==> config.mk <==
export PLATFORM = sky130hd
export DESIGN_NAME = csc_top
export DESIGN_NICKNAME = d
export VERILOG_FILES = /design/src/rtl/csc_pkg.sv /design/src/rtl/csc_top.sv
export VERILOG_INCLUDE_DIRS = /design/src /design/src/rtl
export SDC_FILE = /design/constraint.sdc
export NUM_CORES = 1
export LEC_CHECK = 0
export BUFFER_PORTS_ARGS = -buffer_cell sky130_fd_sc_hd__buf_2
export CAP_MARGIN = 20
export CELL_PAD_IN_SITES_DETAIL_PLACEMENT = 1
export CELL_PAD_IN_SITES_GLOBAL_PLACEMENT = 1
export CORE_UTILIZATION = 43
export CTS_BUF_LIST = sky130_fd_sc_hd__clkbuf_8
export CTS_CLUSTER_DIAMETER = 50
export DETAILED_ROUTE_END_ITERATION = 12
export PLACE_DENSITY = 0.78
export SYNTH_ARGS = -nofsm -noshare
export SYNTH_HDL_FRONTEND = slang
export SYNTH_SLANG_ARGS = --single-unit
export TNS_END_PERCENT = 1
==> constraint.sdc <==
create_clock -name i_clk -period 104 [get_ports i_clk]
set_input_delay 10.4 -clock i_clk [delete_from_list [all_inputs] [get_ports i_clk]]
set_output_delay 10.4 -clock i_clk [all_outputs]
set_load 0.005 [all_outputs]
==> src/rtl/csc_consts.svh <==
/*
 * Register offsets, field positions, reset values and timing counts for the clock synthesiser control block.
 * Assumes an AHB-Lite slave with 32-bit data; every register takes one aligned word.
 */
//
// Behaviour
// RQ1: Running synthesiser frequency is 2 * osc * (multiplier + 1) / (ref divider + 1).
// RQ2: With synthesiser selected, bus clock is synthesiser frequency divided by two.
// RQ3: Synthesiser frequency never falls below the minimum oscillator frequency; the code only floors the multiplier at VCO_MIN.
// RQ4: Multiplier is always readable; writes ignored while synthesiser clock is selected.
// RQ5: An accepted multiplier write restarts the lock and track detectors.
// RQ6: Periodic irq wait stop bit halts and clears its dividers in wait; write anytime.
// RQ7: Watchdog wait stop halts watchdog in wait; write once normally, anytime special.
// RQ8: Control bits at 7,6,5,4,2,1,0, bit 3 reads zero, reset 1111_0001.
// RQ9: Clock monitor enable arms loss detection; writes ignored in self-clock mode.
// RQ10: In full stop mode the clock monitor is off whatever its enable says.
// RQ11: Power bit switches synthesiser; writes ignored while selected; auto locks alone.
// RQ12: Self-clock mode forces synthesiser on; power bit reads its latched value.
// RQ13: Auto bandwidth picks wide or narrow filter by distance from target.
// RQ14: Auto off hands filter to software; auto writes ignored and forced set under wait stop.
// RQ15: Manual filter: 0 narrow, 1 wide; writable anytime; ignored under auto.
// RQ16: First factory test register reads zero outside special modes; writes special only.
// RQ17: Second factory test register reads 0x80 outside special modes; writes special only.
// RQ18: A blocked write changes nothing and has no side effect.
`ifndef CSC_CONSTS_SVH
`define CSC_CONSTS_SVH
`define CSC_OFF_MULT      8'h00
`define CSC_OFF_REFDIV    8'h04
`define CSC_OFF_CLOCK_SELECT_CTRL    8'h08
`define CSC_OFF_CTRL      8'h0C
`define CSC_OFF_STATUS    8'h10
`define CSC_OFF_FBYP      8'h14
`define CSC_OFF_FCLK      8'h18
`define CSC_SEL_SYNTH     7
`define CSC_SEL_PSTOP     6
`define CSC_SEL_SWAIT     3
`define CSC_SEL_IRQWAI    1
`define CSC_SEL_WDWAI     0
`define CSC_CTRL_CME      7
`define CSC_CTRL_PWR      6
`define CSC_CTRL_AUTO     5
`define CSC_CTRL_ACQ      4
`define CSC_CTRL_RST      8'hF1
`define CSC_CTRL_MASK     8'hF7
`define CSC_FCLK_NORMAL   8'h80
`define CSC_FBYP_NORMAL   8'h00
`define CSC_LOCK_NS       1000
`define CSC_CLK_NS        8
`define CSC_LOCK_CYC      ((`CSC_LOCK_NS + `CSC_CLK_NS - 1) / `CSC_CLK_NS)
`endif

==> src/rtl/csc_pkg.sv <==
/*
 * Types for the clock synthiser control block.
 * Assumes csc_consts.svh supplies the numbers.
 */
package csc_pkg;
    typedef enum logic [1:0] {CSC_OFF, CSC_ACQUIRE, CSC_TRACK} csc_loop_e;
    typedef enum logic [1:0] {CSC_IDLE, CSC_WRITE, CSC_READ} csc_bus_e;
endpackage

==> src/rtl/csc_top.sv <==
/*
 * Clock synthesiser control: multiplier, filter and power control, clock monitor gating,
 * wait-mode stop controls and factory test registers, reached over AHB-Lite.
 * Assumes the analog loop reports frequency error and a clock-fail indication from outside the bus domain.
 */
`timescale 1ns/1ps
`default_nettype none
`include "csc_consts.svh"
module csc_top #(
    parameter int unsigned LOCK_CYC = `CSC_LOCK_CYC,
    parameter logic [7:0]  VCO_MIN  = 8'h04
) (
    input  wire logic        i_clk,
    input  wire logic        i_nrst,
    input  wire logic        i_hsel,
    input  wire logic [31:0] i_haddr,
    input  wire logic [1:0]  i_htrans,
    input  wire logic        i_hwrite,
    input  wire logic [2:0]  i_hsize,
    input  wire logic [31:0] i_hwdata,
    input  wire logic        i_hready,
    input  wire logic        i_special_mode,
    input  wire logic        i_wait_mode,
    input  wire logic        i_stop_mode,
    input  wire logic        i_freq_near,
    input  wire logic        i_clock_fail,
    input  wire logic [15:0] i_osc_khz,
    output logic [31:0]      o_hrdata,
    output logic             o_hreadyout,
    output logic             o_hresp,
    output logic             o_synth_on,
    output logic             o_wide_filter,
    output logic             o_lock,
    output logic             o_track,
    output logic             o_monitor_on,
    output logic             o_monitor_trip,
    output logic             o_irq_div_clear,
    output logic             o_wd_div_clear,
    output logic [31:0]      o_synth_khz,
    output logic [31:0]      o_bus_khz
);
    typedef struct packed {
        logic [7:0]  mult;
        logic [7:0]  refdiv;
        logic [7:0]  sel;
        logic [7:0]  ctrl;
        logic [7:0]  fbyp;
        logic [7:0]  fclk;
        logic        wd_written;
        logic        selfclock;
        logic        bus_act;
        logic        bus_wr;
        logic [7:0]  bus_addr;
        csc_pkg::csc_loop_e loop;
        logic [15:0] lock_cnt;
        logic        lock;
        logic        track;
        logic [1:0]  near_s;
        logic [1:0]  fail_s;
        logic [31:0] rdata;
        logic        mon_on;
        logic        trip;
        logic        irq_clr;
        logic        wd_clr;
        logic [31:0] synth_khz;
        logic [31:0] bus_khz;
    } csc_state_s;

    csc_state_s st_r;
    csc_state_s st_nxt;
    logic [31:0] prod;
    logic [7:0]  eff_mult;
    logic        wr;
    logic [7:0]  wv;
    logic        mult_wr;

    always_comb begin
        st_nxt = st_r;
        wr = st_r.bus_act && st_r.bus_wr;
        wv = i_hwdata[7:0];
        mult_wr = wr && (st_r.bus_addr == `CSC_OFF_MULT) && !st_r.sel[`CSC_SEL_SYNTH];
        st_nxt.near_s = {st_r.near_s[0], i_freq_near};
        st_nxt.fail_s = {st_r.fail_s[0], i_clock_fail};
        st_nxt.bus_act = i_hsel && i_hready && i_htrans[1];
        st_nxt.bus_wr = i_hwrite;
        st_nxt.bus_addr = i_haddr[7:0];
        st_nxt.lock_cnt = (st_r.lock_cnt != 16'h0000) ? st_r.lock_cnt - 16'h0001 : 16'h0000;
        if (wr) begin
            unique case (st_r.bus_addr)
                `CSC_OFF_MULT: begin
                    if (!st_r.sel[`CSC_SEL_SYNTH]) begin // [RQ4] [RQ18]
                        st_nxt.mult = wv;
                        st_nxt.lock = 1'b0; // [RQ5]
                        st_nxt.track = 1'b0;
                        st_nxt.lock_cnt = LOCK_CYC[15:0];
                        // A new multiplier moves the target, so the loop must acquire again.
                        st_nxt.loop = csc_pkg::CSC_ACQUIRE; // [RQ5]
                    end
                end
                `CSC_OFF_REFDIV: st_nxt.refdiv = wv;
                `CSC_OFF_CLOCK_SELECT_CTRL: begin
                    st_nxt.sel[7:2] = wv[7:2];
                    st_nxt.sel[`CSC_SEL_IRQWAI] = wv[`CSC_SEL_IRQWAI]; // [RQ6]
                    if (i_special_mode || !st_r.wd_written) begin // [RQ7]
                        st_nxt.sel[`CSC_SEL_WDWAI] = wv[`CSC_SEL_WDWAI];
                        st_nxt.wd_written = ~i_special_mode;
                    end
                end
                `CSC_OFF_CTRL: begin
                    if (!st_r.selfclock)
                        st_nxt.ctrl[`CSC_CTRL_CME] = wv[`CSC_CTRL_CME]; // [RQ9]
                    if (!st_r.sel[`CSC_SEL_SYNTH])
                        st_nxt.ctrl[`CSC_CTRL_PWR] = wv[`CSC_CTRL_PWR]; // [RQ11]
                    if (!st_r.sel[`CSC_SEL_SWAIT])
                        st_nxt.ctrl[`CSC_CTRL_AUTO] = wv[`CSC_CTRL_AUTO]; // [RQ14]
                    st_nxt.ctrl[`CSC_CTRL_ACQ] = wv[`CSC_CTRL_ACQ]; // [RQ15]
                    st_nxt.ctrl[2:0] = wv[2:0];
                end
                `CSC_OFF_FBYP: if (i_special_mode) st_nxt.fbyp = wv; // [RQ16]
                `CSC_OFF_FCLK: if (i_special_mode) st_nxt.fclk = wv; // [RQ17]
                default: ;
            endcase
        end
        // Wait stop forces auto bandwidth on; it holds that way until wait stop is cleared.
        if (st_nxt.sel[`CSC_SEL_SWAIT])
            st_nxt.ctrl[`CSC_CTRL_AUTO] = 1'b1; // [RQ14]
        st_nxt.ctrl = st_nxt.ctrl & `CSC_CTRL_MASK; // [RQ8]
        st_nxt.mon_on = st_r.ctrl[`CSC_CTRL_CME] && !(i_stop_mode && !st_r.sel[`CSC_SEL_PSTOP]); // [RQ10]
        st_nxt.trip = st_r.mon_on && st_r.fail_s[1]; // [RQ9]
        if (st_r.trip && st_r.ctrl[0])
            st_nxt.selfclock = 1'b1;
        st_nxt.irq_clr = i_wait_mode && st_r.sel[`CSC_SEL_IRQWAI]; // [RQ6]
        st_nxt.wd_clr = i_wait_mode && st_r.sel[`CSC_SEL_WDWAI]; // [RQ7]
        // Loop filter selection; the wide filter is kept while the detector settles.
        if (!(st_r.ctrl[`CSC_CTRL_PWR] || st_r.selfclock)) begin
            st_nxt.loop = csc_pkg::CSC_OFF;
            st_nxt.lock = 1'b0;
            st_nxt.track = 1'b0;
        end else begin
            unique case (st_r.loop)
                csc_pkg::CSC_OFF: begin
                    st_nxt.loop = csc_pkg::CSC_ACQUIRE; // [RQ11]
                    st_nxt.lock_cnt = LOCK_CYC[15:0];
                end
                csc_pkg::CSC_ACQUIRE:
                    if (st_r.near_s[1] && st_r.lock_cnt == 16'h0000 && !mult_wr) begin // [RQ13] [RQ5]
                        st_nxt.loop = csc_pkg::CSC_TRACK;
                        st_nxt.track = 1'b1;
                        st_nxt.lock = 1'b1;
                    end
                csc_pkg::CSC_TRACK:
                    if (!st_r.near_s[1]) begin // [RQ13]
                        st_nxt.loop = csc_pkg::CSC_ACQUIRE;
                        st_nxt.track = 1'b0;
                        st_nxt.lock = 1'b0;
                    end
                default: st_nxt.loop = csc_pkg::CSC_OFF;
            endcase
        end
        eff_mult = (st_r.mult < VCO_MIN) ? VCO_MIN : st_r.mult; // [RQ3]
        prod = 32'({i_osc_khz, 1'b0}) * (32'(eff_mult) + 32'h0000_0001); // [RQ1]
        st_nxt.synth_khz = prod / (32'(st_r.refdiv) + 32'h0000_0001);
        st_nxt.bus_khz = st_r.sel[`CSC_SEL_SYNTH] ? (st_r.synth_khz >> 1) : 32'(i_osc_khz); // [RQ2]
        st_nxt.rdata = 32'h0000_0000;
        if (st_nxt.bus_act && !i_hwrite) begin
            unique case (i_haddr[7:0])
                `CSC_OFF_MULT:   st_nxt.rdata = {24'h00_0000, st_nxt.mult};
                `CSC_OFF_REFDIV: st_nxt.rdata = {24'h00_0000, st_nxt.refdiv};
                `CSC_OFF_CLOCK_SELECT_CTRL: st_nxt.rdata = {24'h00_0000, st_nxt.sel};
                `CSC_OFF_CTRL:   st_nxt.rdata = {24'h00_0000, st_nxt.ctrl}; // [RQ12]
                `CSC_OFF_STATUS: st_nxt.rdata = {28'h000_0000, st_nxt.selfclock, st_nxt.mon_on,
                                                 st_nxt.track, st_nxt.lock};
                `CSC_OFF_FBYP:   st_nxt.rdata = {24'h00_0000,
                                                 i_special_mode ? st_nxt.fbyp : `CSC_FBYP_NORMAL}; // [RQ16]
                `CSC_OFF_FCLK:   st_nxt.rdata = {24'h00_0000,
                                                 i_special_mode ? st_nxt.fclk : `CSC_FCLK_NORMAL}; // [RQ17]
                default:         st_nxt.rdata = 32'h0000_0000;
            endcase
        end
    end

    always_ff @(posedge i_clk) begin
        if (!i_nrst) begin
            st_r <= '0;
            st_r.ctrl <= `CSC_CTRL_RST; // [RQ8]
            st_r.fclk <= `CSC_FCLK_NORMAL;
            st_r.loop <= csc_pkg::CSC_OFF;
        end else begin
            st_r <= st_nxt;
        end
    end

    // Self-clock mode keeps the loop running without touching the latched power bit.
    always_ff @(posedge i_clk) begin
        if (!i_nrst)
            o_synth_on <= 1'b0;
        else
            o_synth_on <= st_r.ctrl[`CSC_CTRL_PWR] || st_r.selfclock; // [RQ12]
    end

    assign o_hrdata        = st_r.rdata;
    assign o_hreadyout     = 1'b1;
    assign o_hresp         = 1'b0;
    assign o_wide_filter   = st_r.ctrl[`CSC_CTRL_AUTO] ? (st_r.loop == csc_pkg::CSC_ACQUIRE)
                                                       : st_r.ctrl[`CSC_CTRL_ACQ];
    assign o_lock          = st_r.lock;
    assign o_track         = st_r.track;
    assign o_monitor_on    = st_r.mon_on;
    assign o_monitor_trip  = st_r.trip;
    assign o_irq_div_clear = st_r.irq_clr;
    assign o_wd_div_clear  = st_r.wd_clr;
    assign o_synth_khz     = st_r.synth_khz;
    assign o_bus_khz       = st_r.bus_khz;

    mult_locked_a: assert property (@(posedge i_clk) disable iff (!i_nrst)
        (st_r.bus_act && st_r.bus_wr && st_r.bus_addr == `CSC_OFF_MULT && st_r.sel[`CSC_SEL_SYNTH])
        |=> $stable(st_r.mult)) else $error("multiplier changed while selected"); // [RQ4]
    mult_reinit_a: assert property (@(posedge i_clk) disable iff (!i_nrst)
        (st_r.bus_act && st_r.bus_wr && st_r.bus_addr == `CSC_OFF_MULT && !st_r.sel[`CSC_SEL_SYNTH])
        |=> !st_r.lock && !st_r.track) else $error("detectors not restarted"); // [RQ5]
    ctrl_bit3_a: assert property (@(posedge i_clk) disable iff (!i_nrst)
        st_r.ctrl[3] == 1'b0) else $error("control bit 3 set"); // [RQ8]
    stop_monitor_a: assert property (@(posedge i_clk) disable iff (!i_nrst)
        (i_stop_mode && !st_r.sel[`CSC_SEL_PSTOP]) |=> !st_r.mon_on) else $error("monitor on in stop"); // [RQ10]
    auto_forced_a: assert property (@(posedge i_clk) disable iff (!i_nrst)
        st_r.sel[`CSC_SEL_SWAIT] |-> st_r.ctrl[`CSC_CTRL_AUTO]) else $error("auto not forced"); // [RQ14]
    manual_filter_a: assert property (@(posedge i_clk) disable iff (!i_nrst)
        !st_r.ctrl[`CSC_CTRL_AUTO] |-> o_wide_filter == st_r.ctrl[`CSC_CTRL_ACQ])
        else $error("manual filter wrong"); // [RQ15]
    fbyp_read_a: assert property (@(posedge i_clk) disable iff (!i_nrst)
        (i_hsel && i_hready && i_htrans[1] && !i_hwrite && i_haddr[7:0] == `CSC_OFF_FBYP && !i_special_mode)
        |=> o_hrdata == 32'h0000_0000) else $error("test reg 1 visible"); // [RQ16]
    fclk_read_a: assert property (@(posedge i_clk) disable iff (!i_nrst)
        (i_hsel && i_hready && i_htrans[1] && !i_hwrite && i_haddr[7:0] == `CSC_OFF_FCLK && !i_special_mode)
        |=> o_hrdata == 32'h0000_0080) else $error("test reg 2 visible"); // [RQ17]
    selfclock_on_a: assert property (@(posedge i_clk) disable iff (!i_nrst)
        st_r.selfclock |=> o_synth_on) else $error("synth off in self-clock"); // [RQ12]
    wd_wait_a: assert property (@(posedge i_clk) disable iff (!i_nrst)
        (i_wait_mode && st_r.sel[`CSC_SEL_WDWAI]) |=> o_wd_div_clear) else $error("watchdog not held"); // [RQ7]
endmodule
`default_nettype wire

==> flow_summary.ini, run 1 <==
[sta]
fin_crit_ps = 98230
tightest_slew_ps = 1130
final.setup_skew_ps = 72.7
timing.final.setup_violations = 0
fmax_ghz = 0.0102
worst_slew_margin_rel_pct = 24.2
finalCritPeriodShare_pct = 94.5
timing.setup.tns_ps = 0
slew_viol_final = 0
finalHoldViolCount = 0

[critical_path]
worstPathRequired_ps = 104380
path_class = in -> reg
critical-path-top-cell-by-count = o21a_1
worst-r2r-setup-slack_ps = 13200
setup.worst_path.start_class = input port
timing.critical_path.slowest_stage_cell = fa_1
worst_path_largest_cell_delay_ps = 600
endpoint_kind = flip-flop
critical_path_arrival_ps = 98610
cp_max_fo = 24

[drt]
drt_iter0_markers = 2072
routedWlPerCell_um = 20.8
top_layer_used = met5
drt_pass1_iterations = 6
routed-via-count = 34343
drc = 0
wl_met1_mm = 51.9
postRouteAntennaNets = 0
dr_wl_met3_mm = 5.38
wl_met2_mm = 54.5
viasPerCell = 6.26
finalWirelength_mm = 114

[place]
place_hpwl_mm = 89.3
place_inst = 5426
port_buffers = 121
routabilityCongestion = 0.906

[clocking]
clk-insertion-delay-late_ps = 610
holdBufCountCts = 0
cts_max_level = 4
cts_buffer_depth = 2
clkSlewWorstSetupHoldPaths_ps = 110
tritoncts.num_buffers = 17
tritoncts = done
tritoncts_num_sinks = 159
clk_root_buffer_cell = clkbuf_8

[yosys]
synth_cell_types = 142
synth_adder_area_share_pct = 17.9
synth_sequential_area_ratio_pct = 9.83
postSynth.asyncResetShare_pct = 0
synth_largest_type_area_fraction_pct = 11.7
synth_top_family_by_area = compound AO/OA/AOI/OAI gates
synthFlopType = dfxtp_1
synth.largest_area_cell = ha_1
synth.mux.area_fraction_pct = 4.81
post_synth_xor_area_fraction_pct = 4.95
gate_count_of_the_mapped_netlist = 4346
syn_avg_cell_area_um2 = 7.45
synth_area_leaders = ha_1, dfxtp_1, fa_1, nor2_1, nand2_1
fraction_of_the_mapped_netlist_area_in_compound_gates_pct = 28.7
post_synth_and_or_nand_nor_area_fraction_pct = 27.5
yosys_warnings = 0
cell_area_after_synthesis_um2 = 32400
synth.ff_latch_count = 159
synth_edf_count = 0

[floorplan]
die_y_um = 276
start_util_pct = 43.5
die-width_um = 276
design.core.area_um2 = 74400
num_rows = 100
die_footprint_um2 = 76400
floorplan.io_pins = 201

[final_layout]
post_layout_nonfiller_instances = 5483
nNetsFinal = 4993
mostFrequentLayoutCells = nor2_1, nand2_1, ha_1, a21oi_1, buf_4
regArea_um2 = 3190
n_fill_cell = 9425
layout-drive-gt1-share_pct = 13.9
most_common_cell_after_layout_fill_and_taps_aside = nor2_1
multi_input_combinational_cell_area_um2 = 27700
layout_stage_area_growth_over_the_synthesis_result_pct = 9.71
final_core_util_pct = 47.7

[global_route]
via_count_of_the_first_global_routing_pass = 34672
track_usage_pct = 29.0
grt_antenna_before_repair = 8
grt_first_pass_wirelength_mm = 184
grt_max_degree = 81
globalRoute.totalOverflow = 0

[worst_hold_path]
hold_class = reg -> reg

[run_status]
status = finished clean

[job]
max-cap-violations = 0
==> kinds of logic after synthesis <==
logic type | after synthesis
flip-flops | 159
other | 2
adder cells (fa/ha/maj) | 403
XOR/XNOR | 183
AND/OR/NAND/NOR | 1747
AO/OA/AOI/OAI | 1279
buffers and inverters | 424
multiplexers | 149
==> flip-flops by register name (all words and copies together), names as in the netlist <==
signal,flops
o_lock,1
o_monitor_on,1
o_monitor_trip,1
o_bus_khz,31
o_irq_div_clear,1
o_hrdata,8
o_track,1
st_r,79
o_wd_div_clear,1
o_synth_on,1
st_nxt,2
o_synth_khz,32
==> synth_stat cells, types with 97 or more instances <==
master / count
inv_1: 174
ha_1: 303
mux2i_1: 97
o21ai_0: 139
buf_4: 101
fa_1: 99
o31ai_1: 100
nand3_1: 104
xnor2_1: 129
nand2_1: 424
and2_1: 127
a21oi_1: 246
nor3_1: 205
o21a_1: 164
nor2_1: 436
dfxtp_1: 159
==> final cells by class <==
class,instances,area share [%]
timing repair buffer,347,6.53
multi-input combinational,3794,78.0
clock inverter,14,0.521
tap,969,3.41
clock buffer,18,0.698
sequential,159,8.97
inverter,177,1.87
antenna,5,0.0352
==> critical path, delay by kind of cell <==
family                     cells  cell delay [ps]
AOI/OAI and AO/OA            221            47190
xor gates and xnor gates       1              200
adders and majority gates     36            11510
buffers and inverters         35             4510
muxes                          7             2070
and+or+nand+nor              116            22510
==> path summary, 6_finish.rpt <==
kind | startpoint | endpoint | cells past startpoint
min | st_nxt[101] | st_r[101] | 1
max reg2reg | st_r[182] | o_synth_khz[0] | 422
min reg2reg | st_nxt[101] | st_r[101] | 1
max | i_osc_khz[4] | o_synth_khz[0] | 416
==> stage by stage <==
stage	area (um2)	hold slack [ps]	setup slack [ps]
floorplan	32500	412	3750
global placement	34600	417	1830
detailed placement	34600	423	-468
CTS	35000	454	182
global route	35500	468	-322
finish	35500	450	5770
==> what timing repair did <==
action	CTS	global route
buffers inserted	0	17
resized for setup	2	65
setup endpoints to repair	1	3
pin swaps	0	8
cloned	0	1
==> metal layers <==
metal  track usage (%)  up-vias
met5                 0        -
met4              7.76        6
met3              3.72      162
met2              50.1      840
met1              37.7    16969
li1                  -    16366
Power of run 1 is left out: the tool's default activity adds up to more than one toggle a clock period on the data nets, which glitch-free logic cannot reach.
==> run 2, diff against run 1 <==
Settings changed: ABC_AREA set to 1, CORE_UTILIZATION 43 to 41.
==> flow_summary.ini, run 2 <==
[run_status]
status = finished clean

[place]
place_hpwl_mm = 95.2
routabilityCongestion = 0.912
port_buffers = 121

[critical_path]
rr_worst_depth = 476
r2r-start = st_r[180]
crit_family = simple AND/OR/NAND/NOR gates
cp_max_fo = 37
critical-path-top-cell-by-count = nand2_1
worst_path_largest_cell_delay_ps = 610
setup.worst_path.start_class = input port
endpoint_kind = flip-flop
worstPathRequired_ps = 104330
reg2reg_to = o_synth_khz[0]
timing.critical_path.slowest_stage_cell = nand3_1
worst-path-buf-inv = 85
critical_path_arrival_ps = 91920
worst-r2r-setup-slack_ps = 20250
path_class = in -> reg

[yosys]
synth_sequential_area_ratio_pct = 9.09
synth.ff_latch_count = 159
syn_avg_cell_area_um2 = 6.08
synth.most_common_cell = nand2_1
synthFlopType = dfxtp_1
synth_cell_types = 75
yosys_warnings = 0
synth_largest_type_area_fraction_pct = 15.3
synth.cells.most_frequent = nand2_1, inv_1, nor2_1
synth_edf_count = 0
gate_count_of_the_mapped_netlist = 5758
cell_area_after_synthesis_um2 = 35000
postSynth.asyncResetShare_pct = 0
synth.largest_area_cell = nand2_1
synth_area_leaders = nand2_1, ha_1, dfxtp_1, inv_1, nor2_1

[worst_hold_path]
hold_path_depth = 2
hold_class = reg -> reg
min_from = st_r[101]
timing.hold.worst_endpoint = o_monitor_trip

[job]
max-cap-violations = 0

[sta]
timing.setup.tns_ps = 0
tightest_slew_ps = 1040
fmax_ghz = 0.0109
finalCritPeriodShare_pct = 88.1
timing.final.setup_violations = 0
fin_crit_ps = 91590
worst_slew_margin_rel_pct = 30.5
final.setup_skew_ps = 27.3
slew_viol_final = 0
finalHoldViolCount = 0
rsz0062_at_grt = false

[drt]
drc = 0
routed-via-count = 36291
finalWirelength_mm = 113
viasPerCell = 5.26
postRouteAntennaNets = 0
drt_iter0_markers = 1562
drt_pass1_iterations = 5
routedWlPerCell_um = 16.3

[final_layout]
most_flop_heavy_register = st_r
mostFrequentLayoutCells = nand2_1, inv_1, nor2_1, nand3_1, ha_1
layout-drive-gt1-share_pct = 11.7
layout_stage_area_growth_over_the_synthesis_result_pct = 3.78
largest_reg_flops = 79
most_common_cell_after_layout_fill_and_taps_aside = nand2_1
nNetsFinal = 6247

[global_route]
grt_first_pass_wirelength_mm = 186
via_count_of_the_first_global_routing_pass = 37004
track_usage_pct = 25.9
globalRoute.totalOverflow = 0
grt_max_degree = 46
grt_antenna_before_repair = 10

[clocking]
holdBufCountCts = 0
tritoncts_num_sinks = 159
clkSlewWorstSetupHoldPaths_ps = 90
cts_max_level = 4
tritoncts = done
clk_root_buffer_cell = clkbuf_8
cts_post_setup_buffers_inserted = 0
clk-insertion-delay-late_ps = 500
cts_buffer_depth = 2
resize_count_post_cts = 0
tritoncts.num_buffers = 17

[floorplan]
die_y_um = 294
design.core.area_um2 = 84100
num_rows = 106
floorplan.io_pins = 201
start_util_pct = 41.7
die-width_um = 294
die_footprint_um2 = 86600
-- run 2: cell types whose count changed in the layout (fill, tap and decap cells not counted), sizes merged, moves of 67 or more --
| cell | delta |
|---|---|
| and2 | -124 |
| and3 | -67 |
| buf | -208 |
| inv | +741 |
| mux2i | -89 |
| nand2 | +1135 |
| nand3 | +383 |
| nand4 | +97 |
| nor2 | +315 |
| nor3 | -164 |
| o21a | -158 |
| o21ai | +145 |
| o31ai | -95 |
| xor2 | +103 |
-- run 2: how the worst max path moves through the flow --
| stage | from | to | slack (ps) | cells after the start |
|---|---|---|---|---|
| finish | i_osc_khz[5] | o_synth_khz[0] | 12410 | 466 |
| global route | i_osc_khz[5] | o_synth_khz[0] | 4120 | 465 |
| CTS | i_osc_khz[2] | o_synth_khz[0] | 12340 | 466 |
| detailed placement | i_osc_khz[2] | o_synth_khz[0] | 11990 | 465 |
| global placement | i_osc_khz[2] | o_synth_khz[0] | 15020 | 464 |
| floorplan | i_osc_khz[13] | o_synth_khz[0] | 26240 | 499 |
-- run 2: layout make-up --
class,count,area (um2)
Clock buffer,20,275
Tap cell,1134,1420
Clock inverter,12,145
Sequential cell,159,3180
Multi-Input combinational cell,4493,27000
Timing Repair Buffer,138,733
Fill cell,11863,47700
Inverter,941,3600
Antenna cell,4,10.0
-- run 2: metrics by stage --
stage	setup slack, ps	area (um2)	cells	hold slack [ps]	util, %
after CTS	12340	36400	6897	426	43.2
after floorplan	26240	35100	5788	390	-
after detailed placement	11990	35900	6865	411	42.7
after global placement	15020	35900	6865	399	42.7
final	12410	36400	6901	421	43.2
after global routing	4120	36400	6901	448	43.2
-- run 2: per-layer routing --
metal / share of wire (%) / global-route usage (%) / vias up
li1: - / - / 18299
met4: 1.6 / 4.83 / 2
met2: 48 / 46.7 / 498
met1: 47 / 33.4 / 17392
met5: 0.0098 / 0 / -
met3: 3.5 / 2.63 / 100
-- run 2: worst min-delay path, delay by kind of cell (launching register included) --
kind          cells  cell delay (ps)
simple gates      2               80
flops             1              300
-- run 2: cell families (layout without fill, tap and decap cells) --
group	after synthesis	count (layout)	share of synthesized area, %
xor+xnor	234	234	5.87
fa+ha+maj	402	402	16.5
mux	8	8	0.229
simple gates	3107	3107	42.4
compound gates	710	710	11.5
other cells	2	36	0.0214
buf+inv	1136	1111	14.4
flops	159	159	9.09
Power of run 2 is left out for the same reason.
